==> src/pemc_pkg.sv <==
// Package for the event interrupt and operating mode controller.
// Assumes one 40 MHz system clock; all numbers used by the design live here.
package pemc_pkg;

  localparam int unsigned CLK_HZ = 40_000_000;
  localparam int unsigned DEGLITCH_MS = 5;
  localparam int unsigned DEGLITCH_CYC = (DEGLITCH_MS * CLK_HZ) / 1000;
  localparam int unsigned DGL_W = 18;

  localparam int unsigned N_SUPPLY = 8;
  localparam int unsigned N_EVT = 14;
  localparam int unsigned N_GROUP = 4;

  // Supply index layout.
  localparam int unsigned SUP_BUCK_A = 0;
  localparam int unsigned SUP_BUCK_B = 1;
  localparam int unsigned SUP_BOOST_LED = 2;
  localparam int unsigned SUP_LINREG_1 = 3;

  // Event index layout.
  localparam int unsigned EV_THERMAL = 0;
  localparam int unsigned EV_GPIO1 = 1;
  localparam int unsigned EV_GPIO2 = 2;
  localparam int unsigned EV_ADC_EOC = 3;
  localparam int unsigned EV_ADC_RANGE = 4;
  localparam int unsigned EV_ADC_RLOAD = 5;
  localparam int unsigned EV_CHG_STATE = 6;
  localparam int unsigned EV_DYN_POWER_PATH_MGMT = 7;
  localparam int unsigned EV_SUSPEND = 8;
  localparam int unsigned EV_FOLDBACK = 9;
  localparam int unsigned EV_AC_DET = 10;
  localparam int unsigned EV_USB_DET = 11;
  localparam int unsigned EV_IN_OVP = 12;
  localparam int unsigned EV_SRC_SW = 13;

  // Group index layout for the group mask port.
  localparam int unsigned GRP_SYS = 0;
  localparam int unsigned GRP_ADC = 1;
  localparam int unsigned GRP_CHG = 2;
  localparam int unsigned GRP_INP = 3;

  // Reset control register bit positions.
  localparam int unsigned RCTL_SOFT_RST = 0;
  localparam int unsigned RCTL_SLEEP = 6;
  localparam int unsigned RCTL_W = 8;

  localparam logic [N_EVT-1:0] EVT_ZERO = 14'h0000;
  localparam logic [N_SUPPLY-1:0] SUP_ZERO = 8'h00;

  typedef enum logic [1:0] {
    PEMC_CHG_OFF,
    PEMC_CHG_PRE,
    PEMC_CHG_FAST,
    PEMC_CHG_DONE
  } pemc_chg_t;

  // Charger and input power status levels from the analog side.
  typedef struct packed {
    pemc_chg_t chg_state;
    logic dyn_power_path_mgmt;
    logic suspend;
    logic foldback;
    logic ac_det;
    logic usb_det;
    logic in_ovp;
    logic src_usb;
  } pemc_status_t;

  localparam pemc_status_t STATUS_RST = '{PEMC_CHG_OFF, 1'b0, 1'b0, 1'b0, 1'b0, 1'b0, 1'b0, 1'b0};

  // Event pulses from the converter engine.
  typedef struct packed {
    logic eoc;
    logic range;
    logic rload;
  } pemc_adc_t;

  typedef enum logic [2:0] {
    PEMC_ST_RESET,
    PEMC_ST_PGCHECK,
    PEMC_ST_NORMAL,
    PEMC_ST_SLEEP,
    PEMC_ST_HWHOLD
  } pemc_state_t;

endpackage : pemc_pkg

==> src/pemc_deglitch.sv <==
// Deglitch filter for the active-low hardware reset input.
// Assumes the input is already synchronous to the system clock.
`timescale 1ns/100ps
`default_nettype none
module pemc_deglitch import pemc_pkg::*; #(
  parameter int unsigned CYCLES = DEGLITCH_CYC
) (
  input wire logic clk,
  input wire logic rst_b,
  input wire logic in_n,
  output logic held,
  output logic release_pulse
);

  logic [DGL_W-1:0] cnt;
  logic [DGL_W-1:0] next_cnt;
  logic next_held;
  logic next_release;

  always_comb begin
    next_cnt = cnt;
    next_held = held;
    next_release = 1'b0;
    if (!in_n) begin
      if (cnt < DGL_W'(CYCLES)) begin
        next_cnt = cnt + 1'b1;
      end else begin
        next_held = 1'b1;
      end
    end else begin
      next_cnt = '0;
      next_held = 1'b0;
      next_release = held;
    end
  end

  always_ff @(posedge clk) begin
    if (!rst_b) begin
      cnt <= '0;
      held <= 1'b0;
      release_pulse <= 1'b0;
    end else begin
      cnt <= next_cnt;
      held <= next_held;
      release_pulse <= next_release;
    end
  end

endmodule : pemc_deglitch
`default_nettype wire

==> src/pemc_top.sv <==
// Event collection, interrupt request and operating mode control.
// Assumes synchronous inputs, an external reset-timer capacitor comparator and an external INT pull-up.
// How it works
// - Eight supply faults, own masks, blanked at power-up.
// - System group: thermal, GPIO1/2 when configured.
// - Converter group: end, out of range, load.
// - Charger state and flag changes raise events.
// - Input detect, overvoltage, source switch changes raise events.
// - Non-fault sources: individual masks plus group masks.
// - Supply fault means output below ninety percent.
// - Boost fault means output overvoltage reached.
// - Unmasked fault: sleep or new power-up.
// - Thermal fault forces sleep, never masked.
// - Thermal sleep exits after input and battery cycling.
// - Hardware reset input low gives host reset.
// - Software reset bit gives host reset pulse.
// - Reset pulse width set by external capacitor.
// - Reset low: requests ignored, interrupt driver off.
// - Soft reset bit 0, sleep bit 6.
// - Hardware reset deglitched; release starts reset mode.
`timescale 1ns/100ps
`default_nettype none
module pemc_top import pemc_pkg::*; #(
  parameter int unsigned DEGLITCH_CYCLES = DEGLITCH_CYC
) (
  input wire logic CLK_SYS,
  input wire logic RST_B,
  input wire logic [N_SUPPLY-1:0] SUPPLY_LOW,
  input wire logic BOOST_OVP,
  input wire logic [N_SUPPLY-1:0] PG_MASK,
  input wire logic THERMAL_FAULT,
  input wire logic [1:0] GPIO_IN,
  input wire logic [1:0] GPIO_IRQ_CFG,
  input wire pemc_adc_t ADC_EVT,
  input wire pemc_status_t PWR_STATUS,
  input wire logic [N_EVT-1:0] EVT_MASK,
  input wire logic [N_GROUP-1:0] GROUP_MASK,
  input wire logic [N_EVT-1:0] EVT_CLEAR,
  input wire logic [N_SUPPLY-1:0] PG_CLEAR,
  input wire logic RST_CTRL_WR,
  input wire logic [RCTL_W-1:0] RST_CTRL,
  input wire logic hw_reset_in_n,
  input wire logic RST_TIMER_DONE,
  input wire logic IN_PWR,
  input wire logic BAT_PWR,
  output logic host_reset_out_n,
  output logic RST_TIMER_RUN,
  output logic INT_O,
  output logic INT_OE,
  output logic [N_EVT-1:0] EVT_PEND,
  output logic [N_SUPPLY-1:0] PG_PEND,
  output logic [N_SUPPLY-1:0] PG_FAULT_STAT,
  output pemc_state_t MODE,
  output logic SLEEP_THERMAL
);

  // Builds the per-supply fault vector; the boost slot uses its overvoltage flag.
  function automatic logic [N_SUPPLY-1:0] supply_fault(input logic [N_SUPPLY-1:0] low, input logic ovp);
    logic [N_SUPPLY-1:0] f;
    f = low;
    f[SUP_BOOST_LED] = ovp;
    return f;
  endfunction : supply_fault

  // Expands the group mask into one bit per event.
  function automatic logic [N_EVT-1:0] group_expand(input logic [N_GROUP-1:0] g);
    logic [N_EVT-1:0] e;
    e = EVT_ZERO;
    e[EV_THERMAL] = g[GRP_SYS];
    e[EV_GPIO1] = g[GRP_SYS];
    e[EV_GPIO2] = g[GRP_SYS];
    e[EV_ADC_EOC] = g[GRP_ADC];
    e[EV_ADC_RANGE] = g[GRP_ADC];
    e[EV_ADC_RLOAD] = g[GRP_ADC];
    e[EV_CHG_STATE] = g[GRP_CHG];
    e[EV_DYN_POWER_PATH_MGMT] = g[GRP_CHG];
    e[EV_SUSPEND] = g[GRP_CHG];
    e[EV_FOLDBACK] = g[GRP_CHG];
    e[EV_AC_DET] = g[GRP_INP];
    e[EV_USB_DET] = g[GRP_INP];
    e[EV_IN_OVP] = g[GRP_INP];
    e[EV_SRC_SW] = g[GRP_INP];
    return e;
  endfunction : group_expand

  logic hw_held;
  logic hw_release;

  pemc_deglitch #(
    .CYCLES(DEGLITCH_CYCLES)
  ) u_deglitch (
    .clk(CLK_SYS),
    .rst_b(RST_B),
    .in_n(hw_reset_in_n),
    .held(hw_held),
    .release_pulse(hw_release)
  );

  // Edge detection state.
  pemc_status_t prev_status;
  logic prev_thermal;
  logic [1:0] prev_gpio;
  pemc_adc_t prev_adc;

  always_ff @(posedge CLK_SYS) begin
    if (!RST_B) begin
      prev_status <= STATUS_RST;
      prev_thermal <= 1'b0;
      prev_gpio <= 2'h0;
      prev_adc <= '{1'b0, 1'b0, 1'b0};
    end else begin
      prev_status <= PWR_STATUS;
      prev_thermal <= THERMAL_FAULT;
      prev_gpio <= GPIO_IN;
      prev_adc <= ADC_EVT;
    end
  end

  logic thermal_rise;
  logic [N_EVT-1:0] evt_raw;
  logic [N_SUPPLY-1:0] pg_raw;
  logic pg_trip;
  logic soft_rst;
  logic soft_sleep;

  always_comb begin
    thermal_rise = THERMAL_FAULT && !prev_thermal;
    evt_raw = EVT_ZERO;
    evt_raw[EV_THERMAL] = thermal_rise;
    evt_raw[EV_GPIO1] = GPIO_IRQ_CFG[0] && GPIO_IN[0] && !prev_gpio[0];
    evt_raw[EV_GPIO2] = GPIO_IRQ_CFG[1] && GPIO_IN[1] && !prev_gpio[1];
    evt_raw[EV_ADC_EOC] = ADC_EVT.eoc && !prev_adc.eoc;
    evt_raw[EV_ADC_RANGE] = ADC_EVT.range && !prev_adc.range;
    evt_raw[EV_ADC_RLOAD] = ADC_EVT.rload && !prev_adc.rload;
    evt_raw[EV_CHG_STATE] = PWR_STATUS.chg_state != prev_status.chg_state;
    evt_raw[EV_DYN_POWER_PATH_MGMT] = PWR_STATUS.dyn_power_path_mgmt ^ prev_status.dyn_power_path_mgmt;
    evt_raw[EV_SUSPEND] = PWR_STATUS.suspend ^ prev_status.suspend;
    evt_raw[EV_FOLDBACK] = PWR_STATUS.foldback ^ prev_status.foldback;
    evt_raw[EV_AC_DET] = PWR_STATUS.ac_det ^ prev_status.ac_det;
    evt_raw[EV_USB_DET] = PWR_STATUS.usb_det ^ prev_status.usb_det;
    evt_raw[EV_IN_OVP] = PWR_STATUS.in_ovp ^ prev_status.in_ovp;
    evt_raw[EV_SRC_SW] = PWR_STATUS.src_usb ^ prev_status.src_usb;
    // Comparator outputs are blanked while the host reset is low.
    pg_raw = host_reset_out_n ? supply_fault(SUPPLY_LOW, BOOST_OVP) : SUP_ZERO;
    pg_trip = |(pg_raw & ~PG_MASK);
    soft_rst = RST_CTRL_WR && RST_CTRL[RCTL_SOFT_RST];
    soft_sleep = RST_CTRL_WR && RST_CTRL[RCTL_SLEEP];
  end

  // Mode controller.
  pemc_state_t state;
  pemc_state_t next_state;
  logic next_sleep_thermal;
  logic pwr_gone;
  logic next_pwr_gone;
  logic next_reset_n;

  always_comb begin
    next_state = state;
    next_sleep_thermal = SLEEP_THERMAL;
    next_pwr_gone = pwr_gone;
    if (thermal_rise && state != PEMC_ST_SLEEP) begin
      next_state = PEMC_ST_SLEEP;
      next_sleep_thermal = 1'b1;
      next_pwr_gone = 1'b0;
    end else begin
      case (state)
        PEMC_ST_RESET: begin
          if (RST_TIMER_DONE) begin
            next_state = PEMC_ST_PGCHECK;
          end
        end
        PEMC_ST_PGCHECK: begin
          if (pg_trip) begin
            next_state = PEMC_ST_SLEEP;
            next_sleep_thermal = 1'b0;
            next_pwr_gone = 1'b0;
          end else begin
            next_state = PEMC_ST_NORMAL;
          end
        end
        PEMC_ST_NORMAL: begin
          if (hw_held) begin
            next_state = PEMC_ST_HWHOLD;
          end else if (pg_trip) begin
            next_state = PEMC_ST_RESET;
          end else if (soft_rst) begin
            next_state = PEMC_ST_RESET;
          end else if (soft_sleep) begin
            next_state = PEMC_ST_SLEEP;
            next_sleep_thermal = 1'b0;
            next_pwr_gone = 1'b0;
          end
        end
        PEMC_ST_HWHOLD: begin
          if (hw_release) begin
            next_state = PEMC_ST_RESET;
          end
        end
        PEMC_ST_SLEEP: begin
          if (!pwr_gone) begin
            // Thermal sleep needs both supplies gone before it can end.
            next_pwr_gone = SLEEP_THERMAL ? (!IN_PWR && !BAT_PWR) : !IN_PWR;
          end else if (IN_PWR) begin
            next_state = PEMC_ST_RESET;
            next_sleep_thermal = 1'b0;
            next_pwr_gone = 1'b0;
          end
        end
        default: begin
          next_state = PEMC_ST_RESET;
        end
      endcase
    end
    next_reset_n = (next_state == PEMC_ST_PGCHECK) || (next_state == PEMC_ST_NORMAL);
  end

  always_ff @(posedge CLK_SYS) begin
    if (!RST_B) begin
      state <= PEMC_ST_RESET;
      SLEEP_THERMAL <= 1'b0;
      pwr_gone <= 1'b0;
      host_reset_out_n <= 1'b0;
    end else begin
      state <= next_state;
      SLEEP_THERMAL <= next_sleep_thermal;
      pwr_gone <= next_pwr_gone;
      host_reset_out_n <= next_reset_n;
    end
  end

  assign MODE = state;
  assign RST_TIMER_RUN = (state == PEMC_ST_RESET);
  assign INT_O = 1'b0;

  // Pending events; a new event wins over a clear in the same cycle.
  logic [N_EVT-1:0] next_evt_pend;
  logic [N_SUPPLY-1:0] next_pg_pend;
  logic [N_EVT-1:0] evt_en;
  logic next_int_oe;

  always_comb begin
    next_evt_pend = EVT_PEND & ~EVT_CLEAR;
    next_pg_pend = PG_PEND & ~PG_CLEAR;
    if (host_reset_out_n) begin
      next_evt_pend = next_evt_pend | evt_raw;
      next_pg_pend = next_pg_pend | pg_raw;
    end
    evt_en = ~EVT_MASK & ~group_expand(GROUP_MASK);
    next_int_oe = next_reset_n && ((|(next_evt_pend & evt_en)) || (|(next_pg_pend & ~PG_MASK)));
  end

  always_ff @(posedge CLK_SYS) begin
    if (!RST_B) begin
      EVT_PEND <= EVT_ZERO;
      PG_PEND <= SUP_ZERO;
      PG_FAULT_STAT <= SUP_ZERO;
      INT_OE <= 1'b0;
    end else begin
      EVT_PEND <= next_evt_pend;
      PG_PEND <= next_pg_pend;
      PG_FAULT_STAT <= supply_fault(SUPPLY_LOW, BOOST_OVP);
      INT_OE <= next_int_oe;
    end
  end

  a_int_off_reset: assert property (@(posedge CLK_SYS) disable iff (!RST_B)
    !host_reset_out_n |-> !INT_OE) else $error("interrupt driven while host reset low");
  a_thermal_to_sleep: assert property (@(posedge CLK_SYS) disable iff (!RST_B)
    (THERMAL_FAULT && !prev_thermal && state != PEMC_ST_SLEEP) |=> (state == PEMC_ST_SLEEP && SLEEP_THERMAL))
    else $error("thermal fault did not force sleep");
  a_thermal_stays: assert property (@(posedge CLK_SYS) disable iff (!RST_B)
    (state == PEMC_ST_SLEEP && SLEEP_THERMAL && !pwr_gone && BAT_PWR) |=> (state == PEMC_ST_SLEEP))
    else $error("thermal sleep left without power cycling");
  a_hw_release_reset: assert property (@(posedge CLK_SYS) disable iff (!RST_B)
    (state == PEMC_ST_HWHOLD && hw_release && !thermal_rise) |=> (state == PEMC_ST_RESET) ##1 !host_reset_out_n)
    else $error("hardware reset release did not start reset mode");
  a_soft_reset: assert property (@(posedge CLK_SYS) disable iff (!RST_B)
    (state == PEMC_ST_NORMAL && RST_CTRL_WR && RST_CTRL[RCTL_SOFT_RST] && !hw_held && !thermal_rise)
    |=> (!host_reset_out_n && RST_TIMER_RUN)) else $error("software reset gave no host reset");
  a_timer_width: assert property (@(posedge CLK_SYS) disable iff (!RST_B)
    (state == PEMC_ST_RESET && !RST_TIMER_DONE && !thermal_rise) |=> (state == PEMC_ST_RESET))
    else $error("reset ended before timer expiry");
  a_pgcheck_sleep: assert property (@(posedge CLK_SYS) disable iff (!RST_B)
    (state == PEMC_ST_PGCHECK && pg_trip && !thermal_rise) |=> (state == PEMC_ST_SLEEP))
    else $error("power-good fault in check did not set sleep");
  a_set_over_clear: assert property (@(posedge CLK_SYS) disable iff (!RST_B)
    (host_reset_out_n && evt_raw[EV_CHG_STATE] && EVT_CLEAR[EV_CHG_STATE]) |=> EVT_PEND[EV_CHG_STATE])
    else $error("charger event lost against clear");
  a_group_mask_off: assert property (@(posedge CLK_SYS) disable iff (!RST_B)
    ((&GROUP_MASK) && (&PG_MASK)) |=> !INT_OE) else $error("interrupt despite all masks");
  a_pend_drives_int: assert property (@(posedge CLK_SYS) disable iff (!RST_B)
    (host_reset_out_n && $past(host_reset_out_n) && |(EVT_PEND & ~$past(EVT_MASK) & ~group_expand($past(GROUP_MASK))))
    |-> INT_OE) else $error("pending unmasked event without interrupt");

  c_normal: cover property (@(posedge CLK_SYS) disable iff (!RST_B) state == PEMC_ST_NORMAL);
  c_thermal_sleep: cover property (@(posedge CLK_SYS) disable iff (!RST_B) state == PEMC_ST_SLEEP && SLEEP_THERMAL);
  c_hw_reset: cover property (@(posedge CLK_SYS) disable iff (!RST_B) state == PEMC_ST_HWHOLD ##1 state == PEMC_ST_RESET);
  c_int: cover property (@(posedge CLK_SYS) disable iff (!RST_B) $rose(INT_OE));

endmodule : pemc_top
`default_nettype wire

==> config.mk <==
export PLATFORM = sky130hd
export DESIGN_NAME = pemc_top
export DESIGN_NICKNAME = d
export VERILOG_FILES = /design/src/pemc_pkg.sv /design/src/pemc_deglitch.sv /design/src/pemc_top.sv
export SDC_FILE = /design/constraint.sdc
export NUM_CORES = 1
export LEC_CHECK = 0
export BUFFER_PORTS_ARGS = -buffer_cell sky130_fd_sc_hd__buf_2
export CAP_MARGIN = 20
export CORE_ASPECT_RATIO = 1.25
export CORE_MARGIN = 4
export CORE_UTILIZATION = 48
export CTS_BUF_LIST = sky130_fd_sc_hd__clkbuf_8 sky130_fd_sc_hd__clkbuf_16
export CTS_CLUSTER_DIAMETER = 50
export CTS_CLUSTER_SIZE = 12
export DETAILED_ROUTE_END_ITERATION = 10
export GPL_TIMING_DRIVEN = 0
export PLACE_DENSITY_LB_ADDON = 0.15
export SYNTH_ARGS = -nofsm -noshare
export SYNTH_HDL_FRONTEND = slang
export SYNTH_SLANG_ARGS = --single-unit
==> constraint.sdc <==
create_clock -name CLK_SYS -period 2.2 [get_ports CLK_SYS]
set_clock_uncertainty 0.15 [all_clocks]
set_input_delay 0.44 -clock CLK_SYS [delete_from_list [all_inputs] [get_ports CLK_SYS]]
set_output_delay 0.44 -clock CLK_SYS [all_outputs]
set_load 0.05 [all_outputs]
# After elaboration in Yosys (flattened, before gate mapping)

Index checks and enable logic that the tools add are counted.

Register bits: 72
Output and inout bits: 38
Word-level logic and storage cells: 128

$add $sub $neg: 1
$lt $le $gt $ge: 1
Eq/ne operators: 20
Muxes and demuxes: 27
Bitwise gates (word level): 21
Reductions and logical operators: 34

Operator list:

| kind                  | number |
|---|---|
| $and 14x14->14        | 3 |
| $not 14->14           | 3 |
| $mux 3                | 9 |
| $and 8x8->8           | 3 |
| $ne 3x3->1 const B    | 7 |
| $add 18x1->18 const B | 1 |
| $lt 18x18->1 const B  | 1 |
| $mux 8                | 2 |
| $not 8->8             | 2 |
| $reduce_or 8->1       | 2 |
| $pmux 3 s5            | 1 |
| $mux 14               | 1 |
| $or 14x14->14         | 1 |
| $reduce_or 14->1      | 1 |
| $logic_and 1x1->1     | 13 |
| $mux 1                | 12 |
| $ne 2x2->1 const B    | 5 |
| $eq 3x2->1 const B    | 3 |
| $logic_not 1->1       | 8 |
| $or 8x8->8            | 1 |
| $reduce_and 8->1      | 1 |
| $xor 1x1->1           | 7 |
| $eq 3x1->1 const B    | 2 |
| $pmux 1 s3            | 2 |
| 11 further kinds      | 13 |

# Longest topological paths before layout

Depth after elaboration: 10
Gate-level depth with buffers: 7

# Modules after synthesis

From an unflattened synthesis, not the netlist that was laid out.

Cells, all modules: 369
Area total of the unflattened synthesis: 3244.4 um^2

Modules (own cells, without submodules):

| module        | instances | cells an instance | area an instance (um^2) | sequential area each (um^2) |
|---|---|---|---|---|
| pemc_top      | 1         | 257               | 2217.1                  | 1041.0 |
| pemc_deglitch | 1         | 112               | 1027.2                  | 400.4 |

# Worst setup path after synthesis

OpenSTA, ideal clock, no wires.

Path kind: register to output
From: register state[0] (netlist: MODE[0])
To: output port RST_TIMER_RUN
Arrival time: 1795 ps
Required time: 1610 ps
Slack: -185 ps
Cell stages (with the launch flop): 3
Path buffers: 1
Path through: dfxtp_1 > buf_6 > nor3_1

Longest elaborated chain between the ends: 1

RTL lines:

| what                     | line            | text |
|---|---|---|
| start: declaration       | pemc_top.sv:151 | `pemc_state_t state;` |
| start signal: assignment | pemc_top.sv:225 | `state <= next_state;` |
| $logic_not 3->1          | pemc_top.sv:233 | `assign RST_TIMER_RUN = (state == PEMC_ST_RESET);` |
| end: declaration         | pemc_top.sv:47  | `output logic RST_TIMER_RUN,` |

Every way passes these cells.

# Final worst setup path

From: register host_reset_out_n
To: register INT_OE

Longest elaborated chain between the ends: 10
Elaborated cells on any way between the ends: 20

RTL lines:

| what                                            | line            | text |
|---|---|---|
| start: declaration                              | pemc_top.sv:46  | `output logic host_reset_out_n,` |
| start signal: assignment                        | pemc_top.sv:228 | `host_reset_out_n <= next_reset_n;` |
| $mux 8                                          | pemc_top.sv:144 | `pg_raw = host_reset_out_n ? supply_fault(SUPPLY_LOW, BOOST_OVP) : SUP_ZERO;` |
| $and 8x8->8                                     | pemc_top.sv:145 | `pg_trip = \|(pg_raw & ~PG_MASK);` |
| $reduce_or 8->1                                 | pemc_top.sv:145 |  |
| $mux 3                                          | pemc_top.sv:185 | `end else if (pg_trip) begin` |
| $mux 3                                          | pemc_top.sv:183 | `if (hw_held) begin` |
| $pmux 3 s5                                      | pemc_top.sv:167 | `case (state)` |
| $mux 3                                          | pemc_top.sv:162 | `if (thermal_rise && state != PEMC_ST_SLEEP) begin` |
| $eq 3x1->1 / $eq 3x2->1 (equally long branches) | pemc_top.sv:215 | `next_reset_n = (next_state == PEMC_ST_PGCHECK) \|\| (next_state == PEMC_ST_NORMAL);` |
| $logic_or 1x1->1                                | pemc_top.sv:215 |  |
| $logic_and 1x1->1 *                             | pemc_top.sv:250 | `next_int_oe = next_reset_n && ((\|(next_evt_pend & evt_en)) \|\| (\|(next_pg_pend & ~PG_MASK)));` |
| end signal: assignment                          | pemc_top.sv:263 | `INT_OE <= next_int_oe;` |
| end: declaration                                | pemc_top.sv:49  | `output logic INT_OE,` |

Mark *: on every way between the ends. The rest lies on a longest branch, timed or not.
A chain may end at the register's enable or synchronous reset.

==> flow_summary_export.csv <==
group,metric,value,unit
setup_path,cpPeakStageDelay,390,ps
synth,synth_flop_cell,"dfxtp_1",
cts,cts_num_sinks,72,
synth,async_flop_share,0,
place,place_area,3840,um2
floorplanning,die_w,80.4,um
cts,cts_buffer_depth,2,
setup_path,path_buf_inv,1,
synth,yosysSeqAreaShare,0.458,
setup_path,path_cells,"buf_2, a22oi_1, o22ai_1, nor4_2, o21ai_0, o31a_1",
place,place_ws,25.4,ps
finish,diodes,0,
cts,htree_levels,3,
setup_path,path_max_fanout,10,
routing,drt_first_pass_iters,4,
synth,synth_area,3140,um2
sta,rsz0062_at_grt,"no",
floorplanning,die_area,7920,um2
synth,yosysWarnings,0,
min_path,hold_class,"primary input to register",
floorplanning,die_h,98.5,um
routing,drc,0,
finish,drive_above_1_share,0.327,
place,placedCellCount,558,
sta,finalWorstSetupSlack,144,ps
finish,final_util,0.647,
finish,syn_to_final_growth,29.4,%
pwr,leakage,1.81,nW
setup_path,worstPathRequired,2290,ps
floorplanning,ioPinCount,127,
routing,drtIter0Drc,109,
cts,tritoncts,"built",
place,post-dp-hpwl,6320,um
setup_path,path_delay_family,"compound AO/OA/AOI/OAI gates",
finish,fill_cells,584,
finish,nets,574,
synth,synth-seq-cells,72,
synth,ys_types,52,
sta,finalSetupViolCount,0,
floorplanning,start_util,0.500,
setup_path,critical_path_class,"register to register",
finish,seqCellArea,1440,um2
global_routing,grt_max_degree,13,
setup_path,crit_path_end_kind,"register",
synth,syn_nets,446,
cts,post_cts_buffers,0,
sta,post-route-period-util,0.935,
pwr,ir_drop,472,uV
finish,finalInstanceArea,4070,um2
sta,fin_crit,2060,ps
routing,drt_wl_total,8230,um
cts,cts-root-buf,"clkbuf_8",
sta,tns,0,ps
run_status,status,"completed",
global_routing,grt_pass1_wl,12800,um
run,maxCapViolations,0,
global_routing,grt.total_usage,0.210,
sta,slew_viol_final,0,
finish,final_common_cell,"buf_2",
floorplanning,row_count,32,
setup_path,startpoint_type,"register",
sta,hold_violations,0,
global_routing,grt_pass1_vias,2775,
routing,post_drt_via_cell_ratio,5.11,
routing,vias,2935,
sta,tightest_slew,528,ps
cts,cts.clk_slew.worst_paths,80,ps
finish,final_cell_mix,"buf_2, dfxtp_1, nor2_1, inv_1, and2_1",
global_routing,globalRouteOverflowTotal,0,
sta,max-slew-margin-rel,0.648,
place,io_buffers,117,
setup_path,worstPathArrival,2150,ps
routing,wl_per_cell,14.3,um
finish,stdcell_count,574,
pwr,power_density,770,nW/um2
cts,cts_made_buffers,9,
synth,synth_edf_count,0,
global_routing,antenna_found_initial,0,
place,finalWeightedCongestion,0.821,
sta,max_freq,0.486,GHz
finish,multi_input_area,1530,um2
synth,syn_area_per_cell,8.83,um2
setup_path,cp_slowest_cell,"dfxtp_1",
cts,clk-insertion-delay-late,340,ps
routing,postRouteAntennaNets,0,
floorplanning,core,6290,um2
synth,synth_cells,356,
per-layer routing:
layer | up-vias | part of all wire | track usage
met4 | 0 | 0.016 | 0.0741
met1 | 1367 | 0.41 | 0.252
met5 | - | 0 | 0
met3 | 14 | 0.068 | 0.0439
met2 | 98 | 0.50 | 0.365
li1 | 1456 | - | -
sequential cells by signal, summed over array words and instances (netlist names), 2 cells and up:
name / cells
MODE: 3
prev_gpio: 2
prev_status: 9
PG_PEND: 8
EVT_PEND: 14
u_deglitch.cnt: 18
prev_adc: 3
PG_FAULT_STAT: 8
final cells by class:
type,count,area share
plain buffers,15,0.0225
clock buffers,10,0.0338
clock inverters,6,0.0203
inverters,26,0.0240
multi-input cells,243,0.375
flip-flops and latches,72,0.354
well taps,85,0.0261
repair buffers,117,0.144
synthesized netlist by cell type (3+ instances only):
cell type / number / area [um2]
a21oi_1: 21 / 105
a22oi_1: 9 / 67.6
a31oi_1: 4 / 25.0
and2_1: 23 / 144
buf_2: 3 / 15.0
buf_6: 3 / 33.8
clkbuf_1: 6 / 22.5
dfxtp_1: 72 / 1440
inv_1: 25 / 93.8
nand2_1: 19 / 71.3
nand2b_1: 4 / 25.0
nand3_1: 3 / 15.0
nor2_1: 56 / 210
nor2b_1: 9 / 56.3
nor3_1: 7 / 35.0
nor4_1: 5 / 31.3
nor4_2: 4 / 50.1
nor4b_2: 3 / 45.0
o21a_1: 3 / 22.5
o21ai_0: 6 / 30.0
o22ai_1: 13 / 81.3
xnor2_1: 12 / 105
xor2_1: 12 / 105
worst paths after layout:
check	to	from	cells past startpoint	slack (ps)
max reg2reg	INT_OE	host_reset_out_n	6	140
min	prev_adc[2]	ADC_EVT[2]	2	160
max	INT_OE	host_reset_out_n	6	140
min reg2reg	u_deglitch.cnt[17]	u_deglitch.cnt[17]	2	330
timing repair:
item / CTS / global route
gates resized for setup: 0 / 1
hold buffers: 0 / 0
setup endpoints to repair: 0 / 1
hold endpoints to repair: 0 / 0
stage by stage:
stage	hold WS, ps	power, W
2_1_floorplan	291	0.00182
3_3_place_gp	303	0.00201
3_5_place_dp	323	0.00201
4_1_cts	148	0.00316
5_1_grt	160	0.00328
6_report	160	0.00313
report_power, final:
group          switching (W)  leakage [nW]  internal, W
clock network       0.000483         0.112     0.000663
registers          0.0000317         0.589      0.00136
logic               0.000385          1.11     0.000206
cells by family (layout without fill, tap and decap cells):
family / Yosys count / count (layout) / synth area share
xor+xnor: 24 / 24 / 0.0669
compound gates: 68 / 68 / 0.150
flops: 72 / 72 / 0.458
other cells: 1 / 1 / 0.00119
simple gates: 148 / 148 / 0.257
buf+inv: 41 / 174 / 0.0601
mux: 1 / 1 / 0.00318
fa+ha+maj: 1 / 1 / 0.00398
(Power assumes the default switching activity.)
